<file path="src/cid_defines.svh">
// Constants of the cylinder input command decoder.
// Assumes inclusion by bare name from every design file that needs them.
`ifndef CID_DEFINES_SVH
`define CID_DEFINES_SVH
// ********************************************************
// Timing
// ********************************************************
`define CID_CLK_MHZ      50
`define CID_FILTER_NS    1000
`define CID_FILTER_CYC   ((`CID_FILTER_NS * `CID_CLK_MHZ + 999) / 1000)
// ********************************************************
// Register map, byte addresses
// ********************************************************
`define CID_ADDR_W       4
`define CID_ADDR_CTRL    4'h0
`define CID_ADDR_STATUS  4'h4
`define CID_ADDR_IRQ_STS 4'h8
`define CID_ADDR_IRQ_MSK 4'hc
`define CID_MODE_W       2
`define CID_CTRL_RST     2'h0
// ********************************************************
// Event bits, shared by status and mask
// ********************************************************
`define CID_EV_W         4
`define CID_EV_TEACH     0
`define CID_EV_STROKE    1
`define CID_EV_ACK       2
`define CID_EV_FORBID    3
`define CID_EV_RST       4'h0
// ********************************************************
// Input vector bit positions
// ********************************************************
`define CID_IN_EXT       0
`define CID_IN_RET       1
`define CID_IN_TCH       2
`endif

</file>
<file path="src/cid_pkg.sv">
// Types of the cylinder input command decoder.
// Assumes nothing of its surroundings.
package cid_pkg;
  // ********************************************************
  // Operating variants
  // ********************************************************
  typedef enum logic [1:0] {
    CID_MODE_HOLD,
    CID_MODE_REST_IN,
    CID_MODE_REST_OUT
  } cid_mode_e;
  // ********************************************************
  // Decoded commands and run states
  // ********************************************************
  typedef enum logic [2:0] {
    CID_CMD_HOLD,
    CID_CMD_OUT,
    CID_CMD_IN,
    CID_CMD_TEACH_IN,
    CID_CMD_TEACH_OUT,
    CID_CMD_POWERLESS,
    CID_CMD_UNDEF
  } cid_cmd_e;
  typedef enum logic [1:0] {
    CID_ST_RUN,
    CID_ST_TEACH_A,
    CID_ST_TEACH_B
  } cid_state_e;
endpackage

</file>
<file path="src/cid_decoder.sv">
// Cylinder input command decoder, top level.
// Assumes asynchronous command pins and end stop levels from the motion layer on mclk.
`timescale 1ns/1ps
`include "cid_defines.svh"
module cid_decoder #(
  parameter int FILTER_CYC = `CID_FILTER_CYC
) (
  input  wire logic                   mclk,                     // Clock, 50 MHz
  input  wire logic                   rst,                      // Sync reset
  input  wire logic [`CID_ADDR_W-1:0] address,                  // Avalon address
  input  wire logic                   read,                     // Avalon read
  input  wire logic                   write,                    // Avalon write
  input  wire logic [31:0]            writedata,                // Avalon write data
  output logic      [31:0]            readdata,                 // Avalon read data
  output logic                        waitrequest,              // Avalon stall
  output logic                        irq,                      // Interrupt level
  input  wire logic                   extend_request_input,     // Extend pin
  input  wire logic                   retract_request_input,    // Retract pin
  input  wire logic                   teach_reset_input,        // Teach pin
  input  wire logic                   at_outer_end,             // Outer stop reached
  input  wire logic                   at_inner_end,             // Inner stop reached
  output logic                        drive_out,                // Move outward
  output logic                        drive_in,                 // Move inward
  output logic                        slow_speed,               // Teach speed
  output logic                        hold_position,            // Brake, hold in loop
  output logic                        powerless,                // Control off
  output logic                        error_ack,                // Error acknowledge pulse
  output logic                        teach_start,              // Teach run start pulse
  output logic                        stroke_record,            // Stroke taught pulse
  output logic                        forbidden_combo,          // Undefined inputs
  output logic                        outer_endstop_indicator,  // Extended indicator
  output logic                        inner_endstop_indicator   // Retracted indicator
);
  localparam int CW = $clog2(FILTER_CYC + 1);

  logic [2:0]          in_s;
  logic [2:0]          cand;
  logic [2:0]          filt;
  logic [CW-1:0]       cnt;
  logic [2:0]          next_cand;
  logic [2:0]          next_filt;
  logic [CW-1:0]       next_cnt;
  cid_pkg::cid_mode_e  mode_cfg;
  cid_pkg::cid_mode_e  mode_act;
  cid_pkg::cid_mode_e  next_mode_act;
  cid_pkg::cid_cmd_e   cmd;
  cid_pkg::cid_cmd_e   cmd_q;
  cid_pkg::cid_state_e state;
  cid_pkg::cid_state_e next_state;
  logic                first_in;
  logic                next_first_in;
  logic                reached;
  logic                next_drive_out;
  logic                next_drive_in;
  logic                next_slow;
  logic                next_hold;
  logic                next_powerless;
  logic                next_ack;
  logic                next_teach;
  logic                next_stroke;
  logic                next_forbid;
  logic                new_cmd;

  // ********************************************************
  // Input synchronisation and stability filter
  // ********************************************************
  cid_sync #(
    .W (3)
  ) u_sync (
    .mclk (mclk),
    .rst  (rst),
    .din  ({teach_reset_input, retract_request_input, extend_request_input}),
    .dout (in_s)
  );

  always_comb begin
    next_cand = cand;
    next_cnt  = cnt;
    next_filt = filt;
    // Combination must stand unchanged before it is decoded
    if (in_s != cand) begin
      next_cand = in_s;
      next_cnt  = '0;
    end else if (cnt < CW'(FILTER_CYC - 1)) begin
      next_cnt = cnt + CW'(1);
    end else begin
      next_filt = cand;
    end
  end

  always_ff @(posedge mclk) begin
    if (rst) begin
      cand <= 3'h0;
      cnt  <= '0;
      filt <= 3'h0;
    end else begin
      cand <= next_cand;
      cnt  <= next_cnt;
      filt <= next_filt;
    end
  end

  // ********************************************************
  // Command decode per variant
  // ********************************************************
  always_comb begin
    cmd = cid_pkg::CID_CMD_HOLD;
    case (mode_act)
      cid_pkg::CID_MODE_REST_IN: begin
        case ({filt[`CID_IN_TCH], filt[`CID_IN_EXT]})
          2'h0:    cmd = cid_pkg::CID_CMD_IN;
          2'h1:    cmd = cid_pkg::CID_CMD_OUT;
          2'h2:    cmd = cid_pkg::CID_CMD_TEACH_IN;
          default: cmd = cid_pkg::CID_CMD_UNDEF;
        endcase
      end
      cid_pkg::CID_MODE_REST_OUT: begin
        case ({filt[`CID_IN_TCH], filt[`CID_IN_RET]})
          2'h0:    cmd = cid_pkg::CID_CMD_OUT;
          2'h1:    cmd = cid_pkg::CID_CMD_IN;
          2'h2:    cmd = cid_pkg::CID_CMD_TEACH_OUT;
          default: cmd = cid_pkg::CID_CMD_UNDEF;
        endcase
      end
      default: begin
        case (filt)
          3'h0:    cmd = cid_pkg::CID_CMD_HOLD;
          3'h1:    cmd = cid_pkg::CID_CMD_OUT;
          3'h2:    cmd = cid_pkg::CID_CMD_IN;
          3'h6:    cmd = cid_pkg::CID_CMD_TEACH_IN;
          3'h5:    cmd = cid_pkg::CID_CMD_TEACH_OUT;
          3'h4:    cmd = cid_pkg::CID_CMD_POWERLESS;
          default: cmd = cid_pkg::CID_CMD_UNDEF;
        endcase
      end
    endcase
  end

  // ********************************************************
  // Run and teach sequencing
  // ********************************************************
  assign new_cmd = (cmd != cmd_q);
  assign reached = first_in ^ (state == cid_pkg::CID_ST_TEACH_B) ? at_inner_end : at_outer_end;

  always_comb begin
    next_state     = state;
    next_first_in  = first_in;
    next_mode_act  = mode_act;
    next_ack       = 1'b0;
    next_teach     = 1'b0;
    next_stroke    = 1'b0;
    next_drive_out = 1'b0;
    next_drive_in  = 1'b0;
    next_slow      = 1'b0;
    next_hold      = 1'b0;
    next_powerless = 1'b0;
    next_forbid    = (cmd == cid_pkg::CID_CMD_UNDEF);
    case (state)
      cid_pkg::CID_ST_RUN: begin
        // Variant changes only at rest with all inputs low
        if (filt == 3'h0) begin
          next_mode_act = mode_cfg;
        end
        if (new_cmd && cmd == cid_pkg::CID_CMD_TEACH_IN) begin
          next_state    = cid_pkg::CID_ST_TEACH_A;
          next_first_in = 1'b1;
          next_teach    = 1'b1;
        end else if (new_cmd && cmd == cid_pkg::CID_CMD_TEACH_OUT) begin
          next_state    = cid_pkg::CID_ST_TEACH_A;
          next_first_in = 1'b0;
          next_teach    = 1'b1;
        end
      end
      cid_pkg::CID_ST_TEACH_A: begin
        if (reached) begin
          next_state = cid_pkg::CID_ST_TEACH_B;
        end
      end
      cid_pkg::CID_ST_TEACH_B: begin
        if (reached) begin
          next_state  = cid_pkg::CID_ST_RUN;
          next_stroke = 1'b1;
        end
      end
      default: next_state = cid_pkg::CID_ST_RUN;
    endcase
    // Powerless request aborts any run
    if (cmd == cid_pkg::CID_CMD_POWERLESS && state != cid_pkg::CID_ST_RUN) begin
      next_state  = cid_pkg::CID_ST_RUN;
      next_stroke = 1'b0;
    end
    next_ack = new_cmd && (cmd == cid_pkg::CID_CMD_POWERLESS);
    if (next_state == cid_pkg::CID_ST_RUN) begin
      next_drive_out = (cmd == cid_pkg::CID_CMD_OUT);
      next_drive_in  = (cmd == cid_pkg::CID_CMD_IN);
      next_powerless = (cmd == cid_pkg::CID_CMD_POWERLESS);
      // Undefined inputs brake rather than move
      next_hold      = ~next_drive_out & ~next_drive_in & ~next_powerless;
    end else begin
      next_slow      = 1'b1;
      next_drive_in  = next_first_in ^ (next_state == cid_pkg::CID_ST_TEACH_B);
      next_drive_out = ~next_drive_in;
    end
  end

  always_ff @(posedge mclk) begin
    if (rst) begin
      state                   <= cid_pkg::CID_ST_RUN;
      first_in                <= 1'b0;
      mode_act                <= cid_pkg::CID_MODE_HOLD;
      cmd_q                   <= cid_pkg::CID_CMD_HOLD;
      drive_out               <= 1'b0;
      drive_in                <= 1'b0;
      slow_speed              <= 1'b0;
      hold_position           <= 1'b0;
      powerless               <= 1'b0;
      error_ack               <= 1'b0;
      teach_start             <= 1'b0;
      stroke_record           <= 1'b0;
      forbidden_combo         <= 1'b0;
      outer_endstop_indicator <= 1'b0;
      inner_endstop_indicator <= 1'b0;
    end else begin
      state                   <= next_state;
      first_in                <= next_first_in;
      mode_act                <= next_mode_act;
      cmd_q                   <= cmd;
      drive_out               <= next_drive_out;
      drive_in                <= next_drive_in;
      slow_speed              <= next_slow;
      hold_position           <= next_hold;
      powerless               <= next_powerless;
      error_ack               <= next_ack;
      teach_start             <= next_teach;
      stroke_record           <= next_stroke;
      forbidden_combo         <= next_forbid;
      outer_endstop_indicator <= at_outer_end;
      inner_endstop_indicator <= at_inner_end;
    end
  end

  // ********************************************************
  // Registers and interrupt
  // ********************************************************
  cid_regs u_regs (
    .mclk        (mclk),
    .rst         (rst),
    .address     (address),
    .read        (read),
    .write       (write),
    .writedata   (writedata),
    .readdata    (readdata),
    .waitrequest (waitrequest),
    .mode_cfg    (mode_cfg),
    .status_in   ({4'h0, inner_endstop_indicator, outer_endstop_indicator, filt,
                   cmd_q, state, mode_act}),
    .events      ({next_forbid & ~forbidden_combo, next_ack, next_stroke, next_teach}),
    .irq         (irq)
  );
endmodule

</file>
<file path="src/cid_sync.sv">
// Two-flop synchroniser, one chain per bit.
// Assumes asynchronous level inputs and a single clock.
`timescale 1ns/1ps
module cid_sync #(
  parameter int W = 3
) (
  input  wire logic         mclk,  // Clock
  input  wire logic         rst,   // Sync reset
  input  wire logic [W-1:0] din,   // Asynchronous levels
  output logic      [W-1:0] dout   // Synchronised levels
);
  logic [W-1:0] stage1;
  genvar i;
  generate
    for (i = 0; i < W; i++) begin : g_bit
      always_ff @(posedge mclk) begin
        if (rst) begin
          stage1[i] <= 1'b0;
          dout[i]   <= 1'b0;
        end else begin
          stage1[i] <= din[i];
          dout[i]   <= stage1[i];
        end
      end
    end
  endgenerate
endmodule

</file>
<file path="src/cid_regs.sv">
// Avalon-MM register slave with sticky event status and mask.
// Assumes a master that holds its request while waitrequest is high.
`timescale 1ns/1ps
`include "cid_defines.svh"
module cid_regs (
  input  wire logic                   mclk,         // Clock
  input  wire logic                   rst,          // Sync reset
  input  wire logic [`CID_ADDR_W-1:0] address,      // Byte address
  input  wire logic                   read,         // Read request
  input  wire logic                   write,        // Write request
  input  wire logic [31:0]            writedata,    // Write data
  output logic      [31:0]            readdata,     // Read data
  output logic                        waitrequest,  // Stall
  output cid_pkg::cid_mode_e          mode_cfg,     // Configured variant
  input  wire logic [15:0]            status_in,    // Live state
  input  wire logic [`CID_EV_W-1:0]   events,       // Event pulses
  output logic                        irq           // Level interrupt
);
  logic                   done;
  logic [`CID_MODE_W-1:0] mode_q;
  logic [`CID_EV_W-1:0]   sts_q;
  logic [`CID_EV_W-1:0]   msk_q;
  logic [31:0]            next_readdata;
  logic                   next_done;
  logic [`CID_MODE_W-1:0] next_mode;
  logic [`CID_EV_W-1:0]   next_sts;
  logic [`CID_EV_W-1:0]   next_msk;
  logic                   wr_en;

  // ********************************************************
  // One wait cycle, then the access completes
  // ********************************************************
  assign waitrequest = (read | write) & ~done;
  assign wr_en       = write & done;
  assign mode_cfg    = cid_pkg::cid_mode_e'(mode_q);
  assign irq         = |(sts_q & msk_q);

  always_comb begin
    next_done     = (read | write) & ~done;
    next_readdata = readdata;
    next_mode     = mode_q;
    next_msk      = msk_q;
    next_sts      = sts_q;
    if (read & ~done) begin
      case (address)
        `CID_ADDR_CTRL:    next_readdata = {30'h0, mode_q};
        `CID_ADDR_STATUS:  next_readdata = {16'h0, status_in};
        `CID_ADDR_IRQ_STS: next_readdata = {28'h0, sts_q};
        `CID_ADDR_IRQ_MSK: next_readdata = {28'h0, msk_q};
        default:           next_readdata = 32'h0;
      endcase
    end
    if (wr_en && address == `CID_ADDR_CTRL) begin
      next_mode = writedata[`CID_MODE_W-1:0];
    end
    if (wr_en && address == `CID_ADDR_IRQ_MSK) begin
      next_msk = writedata[`CID_EV_W-1:0];
    end
    if (wr_en && address == `CID_ADDR_IRQ_STS) begin
      next_sts = sts_q & ~writedata[`CID_EV_W-1:0];
    end
    // Set wins over a clear in the same cycle
    next_sts = next_sts | events;
  end

  always_ff @(posedge mclk) begin
    if (rst) begin
      done     <= 1'b0;
      readdata <= 32'h0;
      mode_q   <= `CID_CTRL_RST;
      sts_q    <= `CID_EV_RST;
      msk_q    <= `CID_EV_RST;
    end else begin
      done     <= next_done;
      readdata <= next_readdata;
      mode_q   <= next_mode;
      sts_q    <= next_sts;
      msk_q    <= next_msk;
    end
  end
endmodule

</file>
<file path="config.mk">
export PLATFORM = sky130hd
export DESIGN_NAME = cid_decoder
export DESIGN_NICKNAME = d
export VERILOG_FILES = /design/src/cid_pkg.sv /design/src/cid_decoder.sv /design/src/cid_sync.sv /design/src/cid_regs.sv
export VERILOG_INCLUDE_DIRS = /design/src /design/src/src
export SDC_FILE = /design/constraint.sdc
export NUM_CORES = 1
export LEC_CHECK = 0
export ABC_CLOCK_PERIOD_IN_PS = 5060
export BUFFER_PORTS_ARGS = -buffer_cell sky130_fd_sc_hd__clkbuf_2
export CORE_ASPECT_RATIO = 1.2
export CORE_MARGIN = 5
export CORE_UTILIZATION = 54
export CTS_CLUSTER_DIAMETER = 50
export CTS_CLUSTER_SIZE = 24
export DETAILED_ROUTE_END_ITERATION = 12
export GPL_ROUTABILITY_DRIVEN = 0
export GPL_TIMING_DRIVEN = 0
export PLACE_DENSITY = 0.85
export SLEW_MARGIN = 15
export SYNTH_ARGS = -nofsm -noshare
export SYNTH_HDL_FRONTEND = slang
export SYNTH_SLANG_ARGS = --single-unit
</file>
<file path="constraint.sdc">
create_clock -name mclk -period 5.06 [get_ports mclk]
set_input_delay 0.506 -clock mclk [delete_from_list [all_inputs] [get_ports mclk]]
set_output_delay 0.506 -clock mclk [all_outputs]
set_load 0.02 [all_outputs]
</file>
==> results of run 1 <==
## critical path, cell delays in order, from the launching register on
cell and delay (ns):
dfxtp_1 0.41, inv_1 0.06, ha_1 0.43, o21ai_1 0.24
o21ai_2 0.16, or4_4 0.56, mux2i_4 0.27, or2_1 0.17
o22ai_1 0.08
## state kept, by name (all words and copies together) (netlist names), 2 cells and up
signal	flops
u_regs.readdata	12
cnt	6
u_regs.msk_q	4
u_regs.sts_q	4
cand	3
cmd_q	3
filt	3
u_sync.dout	3
u_sync.stage1	3
mode_act	2
state	2
u_regs.mode_cfg	2
## logic make-up after synthesis
kind of cell               Yosys count  share of synthesized area [%]
xor gates and xnor gates             7                           2.24
DFF                                 60                           44.0
buffers and inverters               41                           8.38
adders and majority gates            7                           3.20
other                                1                          0.137
muxes                               19                           8.47
AOI/OAI and AO/OA                   41                           12.7
and+or+nand+nor                    111                           20.9
## stage by stage
| stage | setup WS, ns | cell area, µm² | hold slack, ns | power [µW] |
|---|---|---|---|---|
| after CTS | 2.58 | 3280 | 0.383 | 990 |
| after global placement | 2.66 | 3080 | 0.417 | 565 |
| after detailed placement | 2.61 | 3080 | 0.433 | 566 |
| after global routing | 2.42 | 3280 | 0.395 | 1030 |
| final | 2.56 | 3280 | 0.388 | 989 |
| after floorplan | 2.86 | 2800 | 0.414 | 548 |
## layer usage
layer  up-vias  GRT usage, %  wire length (µm)  share of wire, %
met2        72          31.1              2810                48
met1       989          23.5              2510                43
li1       1088             -                 -                 -
met4         0          9.06               133               2.3
met5         -             0                 0                 0
met3        12          6.43               345               6.0
## power by group
part	switching (µW)	total, µW	internal (µW)
clock network	181	432	251
registers	4.39	484	479
logic	45.5	73.3	27.8
## final timing paths
check / from / endpoint / slack [ns] / cells past startpoint
worst max-delay path: mode_act[0]$_SDFFE_PP0P_ / drive_out$_SDFF_PP0_ / 2.56 / 8
worst max register to register: mode_act[0]$_SDFFE_PP0P_ / drive_out$_SDFF_PP0_ / 2.56 / 8
worst min register to register: u_sync.stage1[2]$_SDFF_PP0_ / u_sync.dout[2]$_SDFF_PP0_ / 0.44 / 1
worst min-delay path: retract_request_input / u_sync.stage1[1]$_SDFF_PP0_ / 0.39 / 2
## synth_stat cells (2+ instances only)
cell,n
dfxtp_1,60
buf_4,20
mux2_2,2
nor3b_1,3
or2_2,2
a31o_1,2
a22oi_1,14
nand2_1,12
and2_1,5
nor4_1,3
nand2b_1,6
a22o_1,2
xor2_1,6
inv_1,11
nand3_1,2
ha_1,7
nor3_1,7
o21ai_2,2
a21oi_1,5
o22ai_1,3
mux4_2,2
o21ai_0,2
nor2b_1,14
clkbuf_1,8
nor2_1,44
mux2i_1,13
nand4_1,4
a31oi_1,2
## layout make-up
class,instances,area [µm²]
timing repair buffer,40,200
multi-input combinational,205,1370
buffer,29,184
inverter,12,45.0
fill,409,1660
sequential,60,1200
clock buffer,11,151
clock inverter,5,50.0
tap,60,75.1
==> metrics.yaml, run 1 <==
outcome:
  status: "complete, no violations"
cts:
  cts_hold_buf: 0
  cts_made_buffers: 9
  post-cts-setup-buffers: 0
  cts_sinks: 60
  cts_buffer_depth: 2
  tritoncts: "done"
  clk_latency_ns: 0.34
  cts_resized: 0
  cts.clk_slew.worst_paths_ns: 0.07
  cts-htree-levels: 3
  cts_root_buf: "clkbuf_8"
logic_synthesis:
  seq_area_frac_synth_pct: 44.0
  synth_top_area_share_pct: 44.0
  yosysWarnings: 0
  ys_types: 52
  synthFlopType: "dfxtp_1"
  postSynthAreaPerCell_um2: 9.52
  syn_area_um2: 2730
  synthArstFlopShare_pct: 0
  synth-edff-count: 0
  synthCells: 287
  synth_seq_cells: 60
  synth_top_area_cell: "dfxtp_1"
  synth.area.top_cells: "dfxtp_1, nor2_1, buf_4"
pwr:
  p_per_area_nw_per_um2: 301
  p_leak_uw: 0.00151
  ir_drop_v: 0.000257
global_route:
  grt_use_total_pct: 19.5
  grt_pass1_wl_mm: 9.71
  antenna_found_initial: 0
  gr-total-overflow: 0
  grt_pass1_vias: 2143
  grt_max_degree: 11
die:
  die-area_um2: 6590
  dieHeight_um: 87.9
  io_pins: 90
  start_util_pct: 55.3
  rows: 28
  core-area_um2: 4940
  die_w_um: 74.9
drt:
  drtAntennaViolNets: 0
  initialDrtViolationCount: 108
  routed_wl_mm: 5.80
  drt_pass1_iterations: 4
  num_vias: 2161
  wl_per_cell_um: 13.7
  viasPerCell: 5.12
  drc: 0
sta:
  fin_skew_ns: 0.00859
  slew_viol_final: 0
  layout_min_cycle_time_ns: 2.50
  setup_violations: 0
  finalCritPeriodShare_pct: 49.4
  rsz0062_at_grt: "no"
  fmax_mhz: 400
  relSlewSlack_pct: 60.7
  worst_pin_slew_ns: 0.585
  final_hold_viol_count: 0
  tns_ns: 0
critical_path:
  worstSetupStartpointType: "flop"
  required_ns: 5.27
  path_class: "reg -> reg"
  arrival_ns: 2.72
  end_kind: "flop"
  crit_path_max_fanout: 8
layout:
  area_growth_syn_to_layout_pct: 20.1
  fin_nets: 409
  final_util_pct: 66.4
  layout.cells.non_filler: 422
  mostFrequentLayoutCells: "dfxtp_1, nor2_1, clkbuf_2, buf_4, conb_1"
  final_layout_size_suffix_gt1_share_pct: 26.2
  final_common_cell: "dfxtp_1"
  n_antenna_cell: 0
placed_design:
  dp_hpwl_mm: 4.33
  port_buffers: 40
  dp_cells: 406
run:
  maxCapViolations: 0
hold_path:
  hold_class: "in -> reg"
No activity file was read; power rests on OpenSTA's default activity.
==> run 2, diff against run 1 <==
--- a/config.mk
+++ b/config.mk
@@ -6,17 +6,17 @@
 export SDC_FILE = /design/constraint.sdc
 export NUM_CORES = 1
 export LEC_CHECK = 0
-export ABC_CLOCK_PERIOD_IN_PS = 5060
+export ABC_CLOCK_PERIOD_IN_PS = 2100
 export BUFFER_PORTS_ARGS = -buffer_cell sky130_fd_sc_hd__clkbuf_2
 export CORE_ASPECT_RATIO = 1.2
 export CORE_MARGIN = 5
-export CORE_UTILIZATION = 54
+export CORE_UTILIZATION = 45
 export CTS_CLUSTER_DIAMETER = 50
 export CTS_CLUSTER_SIZE = 24
 export DETAILED_ROUTE_END_ITERATION = 12
 export GPL_ROUTABILITY_DRIVEN = 0
 export GPL_TIMING_DRIVEN = 0
-export PLACE_DENSITY = 0.85
+export PLACE_DENSITY = 0.75
 export SLEW_MARGIN = 15
 export SYNTH_ARGS = -nofsm -noshare
 export SYNTH_HDL_FRONTEND = slang
==> constraint.sdc (replaced) <==
create_clock -name mclk -period 2.1 [get_ports mclk]
set_input_delay 0.21 -clock mclk [delete_from_list [all_inputs] [get_ports mclk]]
set_output_delay 0.21 -clock mclk [all_outputs]
set_load 0.02 [all_outputs]
==> run 2 against run 1 <==
The run now ends with negative setup slack left. Utilization is 8.8 points lower. Via count is 1.1% higher. Flip-flop and latch count stayed put. Register-to-register slack worse by 2.6 ns. Wire length is 2.9% higher. Maximum frequency is 17% higher. Worst hold slack worse by 0.31 ns. Largest cell class unchanged. Largest power group unchanged. Highest routed layer unchanged.
==> metrics.yaml, run 2 (synthesis results as in run 1) <==
critical_path:
  cp_cell_sequence: "inv_2 -> ha_4 -> a221o_2 -> o31ai_4 -> or4_4 -> mux2i_4 -> or2_1 -> o22ai_1"
  worstReg2RegStart: "mode_act[0]$_SDFFE_PP0P_"
  cpMaxStageDelayCell: "or4_4"
  path_class: "reg -> reg"
  critPathBufInv: 1  # unchanged
  cpPeakStageDelay_ns: 0.53  # -0.03 ns
  required_ns: 2.32  # -2.95 ns
  arrival_ns: 2.36  # -0.36 ns
  worstSetupStartpointType: "flop"
  end_kind: "flop"
  crit_path_max_fanout: 6  # -2
  crit_family: "simple AND/OR/NAND/NOR gates"
  cp-startpoint: "mode_act[0]$_SDFFE_PP0P_"
layout:
  fin_nets: 414  # +1.2%
  final_util_pct: 57.6  # -8.8 points
  mostFrequentLayoutCells: "dfxtp_1, nor2_1, clkbuf_2, buf_4, conb_1"
  area_growth_syn_to_layout_pct: 25.9
  seqCellArea_um2: 1210  # +0.42%
  final_layout_size_suffix_gt1_share_pct: 30.5  # +4.3 points
  multi_input_area_um2: 1440  # +4.8%
  largest_reg_flops: 12  # unchanged
  final_common_cell: "dfxtp_1"
  n_antenna_cell: 0  # unchanged
  nFillCells: 537  # +31%
  layout.cells.non_filler: 449  # +6.4%
  reg_top3: "u_regs.readdata (12), cnt (6)"
  regMostFlops: "u_regs.readdata"
drt:
  drtAntennaViolNets: 0  # unchanged
  drc: 0  # unchanged
  drt_pass1_iterations: 4  # unchanged
  routed_wl_mm: 5.97  # +2.9%
  num_vias: 2184  # +1.1%
  viasPerCell: 4.86  # -5.0%
  wl_per_cell_um: 13.3  # -3.3%
  initialDrtViolationCount: 130  # +20%
pwr:
  p_total_uw: 2490  # +150%
  p_per_area_nw_per_um2: 724  # +140%
  p_leak_uw: 0.00155  # +2.6%
  ir_drop_v: 0.000315  # +22%
sta:
  fmax_mhz: 468  # +17%
  setup_violations: 3  # +3
  final_hold_viol_count: 0  # unchanged
  worst_pin_slew_ns: 0.556  # -0.0289 ns
  rsz0062_at_grt: "yes"
  layout_min_cycle_time_ns: 2.13  # -0.367 ns
  slew_viol_final: 0  # unchanged
  fin_skew_ns: 0.00666  # -0.00193 ns
  relSlewSlack_pct: 62.6  # +1.9 points
  finalCritPeriodShare_pct: 102  # +52 points
  fin_ws_ns: -0.0347  # -2.59 ns
outcome:
  violations: "negative setup slack"
  status: "complete, but fails checks"
global_route:
  grt_pass1_wl_mm: 10.0  # +3.3%
  gr-total-overflow: 0  # unchanged
  antenna_found_initial: 0  # unchanged
  grt_use_total_pct: 17.0  # -2.5 points
  grt_max_degree: 12  # +1
  grt_pass1_vias: 2168  # +1.2%
placed_design:
  dp_cells: 428  # +5.4%
  port_buffers: 40  # unchanged
  dp_hpwl_mm: 4.34  # +0.13%
cts:
  tritoncts: "done"
  cts.clk_slew.worst_paths_ns: 0.07  # about the same
  cts_hold_buf: 0  # unchanged
  cts-htree-levels: 3  # unchanged
  clk_latency_ns: 0.34  # about the same
  cts_sinks: 60  # unchanged
  cts_root_buf: "clkbuf_8"
  cts_made_buffers: 9  # unchanged
  cts_buffer_depth: 2  # unchanged
die:
  rows: 31  # +11%
  die_w_um: 81.1  # +8.3%
  start_util_pct: 45.7  # -9.6 points
  die-area_um2: 7740  # +17%
  core-area_um2: 5970  # +21%
  io_pins: 90  # unchanged
  dieHeight_um: 95.4  # +8.5%
hold_path:
  hold_class: "in -> reg"
  hp-start: "teach_reset_input"
run:
  maxCapViolations: 0  # unchanged
## run 2: what timing repair did
item,in CTS,in global routing
buffers inserted,4,1
pin swaps,3,0
endpoints found under the setup margin,10,10
gates resized for setup,11,4
## run 2: area by class of cell
cell class                      count  area share [%]
Clock buffer                       10            4.00
Tap cell                           82            2.98
Inverter                           12            1.31
Clock inverter                      6            2.55
Multi-Input combinational cell    205            41.9
Sequential cell                    60            35.1
Buffer                             29            5.35
Timing Repair Buffer               45            6.91
## run 2: power by group
group	switching (µW)	leakage (µW)	internal (µW)	total [µW]
combinational	109	0.000958	67.9	177
clock	451	0.000105	697	1150
sequential	10.9	0.000488	1150	1170
## run 2: through the flow
step	hold WS [ns]	area, µm²	setup TNS (ns)	setup slack, ns
2_1_floorplan	0.294	2820	0	0.0353
3_3_place_gp	0.420	3120	-0.742	-0.145
3_5_place_dp	0.426	3120	-1.04	-0.178
4_1_cts	0.0638	3420	-0.0211	-0.0110
5_1_grt	0.0785	3440	-0.502	-0.119
6_report	0.0732	3440	-0.0549	-0.0347
## run 2: routing by layer
layer  GRT usage (%)  vias up  wire length (µm)
met5               0        -                 0
met4            9.30        0               136
met3            3.50       11               331
met2            27.8       57              2940
met1            20.7     1010              2560
li1                -     1106                 -
## run 2: worst reg2reg max path, delay by kind of cell (launching register included)
family                   cells  cell delay, ns
AND/OR/NAND/NOR              2            0.69
flip-flops                   1            0.36
AO/OA/AOI/OAI                3            0.36
adder cells (fa/ha/maj)      1            0.31
multiplexers                 1            0.26
buffers and inverters        1            0.05
## run 2: path summary, 6_finish.rpt
path / endpoint / slack [ns] / depth (start not counted)
setup / recovery: drive_out$_SDFF_PP0_ / -0.03 / 8
hold / removal: u_sync.stage1[2]$_SDFF_PP0_ / 0.07 / 2
setup reg to reg: drive_out$_SDFF_PP0_ / -0.03 / 8
hold reg to reg: u_sync.dout[2]$_SDFF_PP0_ / 0.44 / 1
==> run 3, diff against run 2 <==
--- a/config.mk
+++ b/config.mk
@@ -6,8 +6,8 @@
 export SDC_FILE = /design/constraint.sdc
 export NUM_CORES = 1
 export LEC_CHECK = 0
-export ABC_CLOCK_PERIOD_IN_PS = 2100
 export BUFFER_PORTS_ARGS = -buffer_cell sky130_fd_sc_hd__clkbuf_2
+export CAP_MARGIN = 10
 export CORE_ASPECT_RATIO = 1.2
 export CORE_MARGIN = 5
 export CORE_UTILIZATION = 45
==> constraint.sdc (replaced) <==
create_clock -name mclk -period 1.8 [get_ports mclk]
set_input_delay 0.18 -clock mclk [delete_from_list [all_inputs] [get_ports mclk]]
set_output_delay 0.18 -clock mclk [all_outputs]
set_load 0.02 [all_outputs]
==> run 3 against run 2 <==
The run still ends with negative setup slack left. Combinational power rose by 21%. Final cell count grew 3.8%. Utilization increased by 3.6 points. Critical path type unchanged. Largest cell class unchanged. Highest routed layer unchanged. Clock skew about the same. Critical path depth did not move. Clock-buffer cell count is the same. Sequential power increased by 16%. Critical endpoint unchanged. Clock power about the same.
==> metrics.yaml, run 3 (synthesis results as in run 1) <==
global_route:
  grt-busiest-layer: "met2"
  grtUsageMet2_pct: 26.5  # -1.3 points
  antenna_found_initial: 0  # unchanged
  grt_pass1_wl_mm: 9.92  # -1.1%
  use_met1_pct: 21.3  # +0.67 points
  grt_pass1_vias: 2115  # -2.4%
  grt_use_total_pct: 17.0  # +0.049 points
  gr-total-overflow: 0  # unchanged
  gr-usage-met3_pct: 5.29  # +1.8 points
  grt_max_degree: 11  # -1
hold_path:
  hold_class: "in -> reg"
  hp-start: "teach_reset_input"
layout:
  fin_nets: 432  # +4.3%
  final_layout_size_suffix_gt1_share_pct: 36.7  # +6.2 points
  nFillCells: 529  # -1.5%
  area_growth_syn_to_layout_pct: 33.8
  n_antenna_cell: 0  # unchanged
  postLayoutCellArea_um2: 3660  # +6.3%
  reg_top3: "u_regs.readdata (12), cnt (6)"
  largest_reg_flops: 12  # unchanged
  regMostFlops: "u_regs.readdata"
  layout.cells.non_filler: 466  # +3.8%
  final_common_cell: "dfxtp_1"
  mostFrequentLayoutCells: "dfxtp_1, nor2_1, clkbuf_2, buf_4, conb_1"
drt:
  viasPerCell: 4.92  # +1.1%
  num_vias: 2292  # +4.9%
  drc: 0  # unchanged
  initialDrtViolationCount: 144  # +11%
  routed_wl_mm: 6.87  # +15%
  wl_per_cell_um: 14.7  # +11%
  drtAntennaViolNets: 0  # unchanged
  drt_pass1_iterations: 4  # unchanged
cts:
  clk_latency_ns: 0.33  # about the same
  cts-htree-levels: 3  # unchanged
  cts.clk_slew.worst_paths_ns: 0.07  # about the same
  cts_root_buf: "clkbuf_8"
  cts_buffer_depth: 2  # unchanged
  tritoncts: "done"
  cts_made_buffers: 9  # unchanged
  cts_sinks: 60  # unchanged
  cts_hold_buf: 0  # unchanged
critical_path:
  end_kind: "flop"
  cpMaxStageDelayCell: "or4_4"
  crit_family: "simple AND/OR/NAND/NOR gates"
  arrival_ns: 2.38  # +0.02 ns
  required_ns: 2.02  # -0.30 ns
  cp-startpoint: "mode_act[0]$_SDFFE_PP0P_"
  worstSetupStartpointType: "flop"
  cpPeakStageDelay_ns: 0.51  # -0.02 ns
  cp_cell_sequence: "inv_2 -> ha_4 -> a221o_2 -> o31ai_4 -> or4_4 -> mux2i_4 -> or2_1 -> o22ai_2"
  path_class: "reg -> reg"
  worstReg2RegStart: "mode_act[0]$_SDFFE_PP0P_"
  critPathBufInv: 1  # unchanged
  crit_path_max_fanout: 6  # unchanged
placed_design:
  dp_slack_ns: -0.384  # -0.206 ns
  port_buffers: 40  # unchanged
  dp_hpwl_mm: 4.36  # +0.52%
  dpl_cell_area_um2: 3150  # +0.88%
  dp_cells: 428  # unchanged
die:
  dieHeight_um: 95.4  # unchanged
  io_pins: 90  # unchanged
  start_util_pct: 45.7  # unchanged
  core-area_um2: 5970  # unchanged
  die-area_um2: 7740  # unchanged
  rows: 31  # unchanged
  die_w_um: 81.1  # unchanged
sta:
  layout_min_cycle_time_ns: 2.16  # +0.0250 ns
  worst_pin_slew_ns: 0.639  # +0.0834 ns
  fmax_mhz: 463  # -1.2%
  final_hold_viol_count: 0  # unchanged
  slew_viol_final: 0  # unchanged
  fin_skew_ns: 0.00711  # +0.000452 ns
  finalCritPeriodShare_pct: 120  # +18 points
  fin_ws_ns: -0.360  # -0.325 ns
  setup_violations: 16  # +13
  rsz0062_at_grt: "yes"
  relSlewSlack_pct: 57.0  # -5.6 points
pwr:
  ir_drop_v: 0.000602  # +91%
  p_per_area_nw_per_um2: 748  # +3.4%
  p_leak_uw: 0.00167  # +7.9%
run:
  maxCapViolations: 0  # unchanged
outcome:
  violations: "negative setup slack"
  status: "complete, but fails checks"
-- run 3: per-layer routing --
layer	part of all wire (%)	vias up
met5	0	-
met4	1.9	0
met3	5.3	9
met2	50	68
met1	43	1080
li1	-	1135
-- run 3: where the power goes --
part,total (µW),switching [µW],internal (µW)
Clock,1160,504,661
Sequential,1360,13.0,1340
Combinational,214,131,82.4
-- run 3: what timing repair did --
| action | 4_1_cts | 5_1_grt |
|---|---|---|
| buffers inserted | 12 | 11 |
| pin swaps | 9 | 12 |
| resized for setup | 14 | 20 |
| endpoints found under the setup margin | 14 | 22 |
| hold endpoints to repair | 0 | 0 |
-- run 3: layout make-up --
cell class              count  area (µm²)  share of cell area, %
multi-input cells         205        1530                   41.7
flip-flops and latches     60        1210                   33.1
repair buffers             63         399                   10.9
clock buffers              10         138                   3.76
clock inverters             5        52.6                   1.44
plain buffers              29         184                   5.03
well taps                  82         103                   2.81
inverters                  12        45.0                   1.23
-- run 3: path summary, 6_finish.rpt --
path / to / slack (ns) / cells past startpoint
max reg2reg: drive_out$_SDFF_PP0_ / -0.36 / 8
min reg2reg: u_sync.dout[1]$_SDFF_PP0_ / 0.44 / 1
max: drive_out$_SDFF_PP0_ / -0.36 / 8
min: u_sync.stage1[2]$_SDFF_PP0_ / 0.06 / 2
-- run 3: per-stage QoR --
step,hold slack (ns),total power [µW],TNS [ns],util (%)
6_report,0.0575,2740,-3.55,61.2
5_1_grt,0.0587,2850,-4.69,61.2
4_1_cts,0.0456,2740,-2.50,58.6
3_5_place_dp,0.399,1590,-3.44,52.7
3_3_place_gp,0.395,1590,-3.07,52.7
2_1_floorplan,0.264,1540,-1.10,-
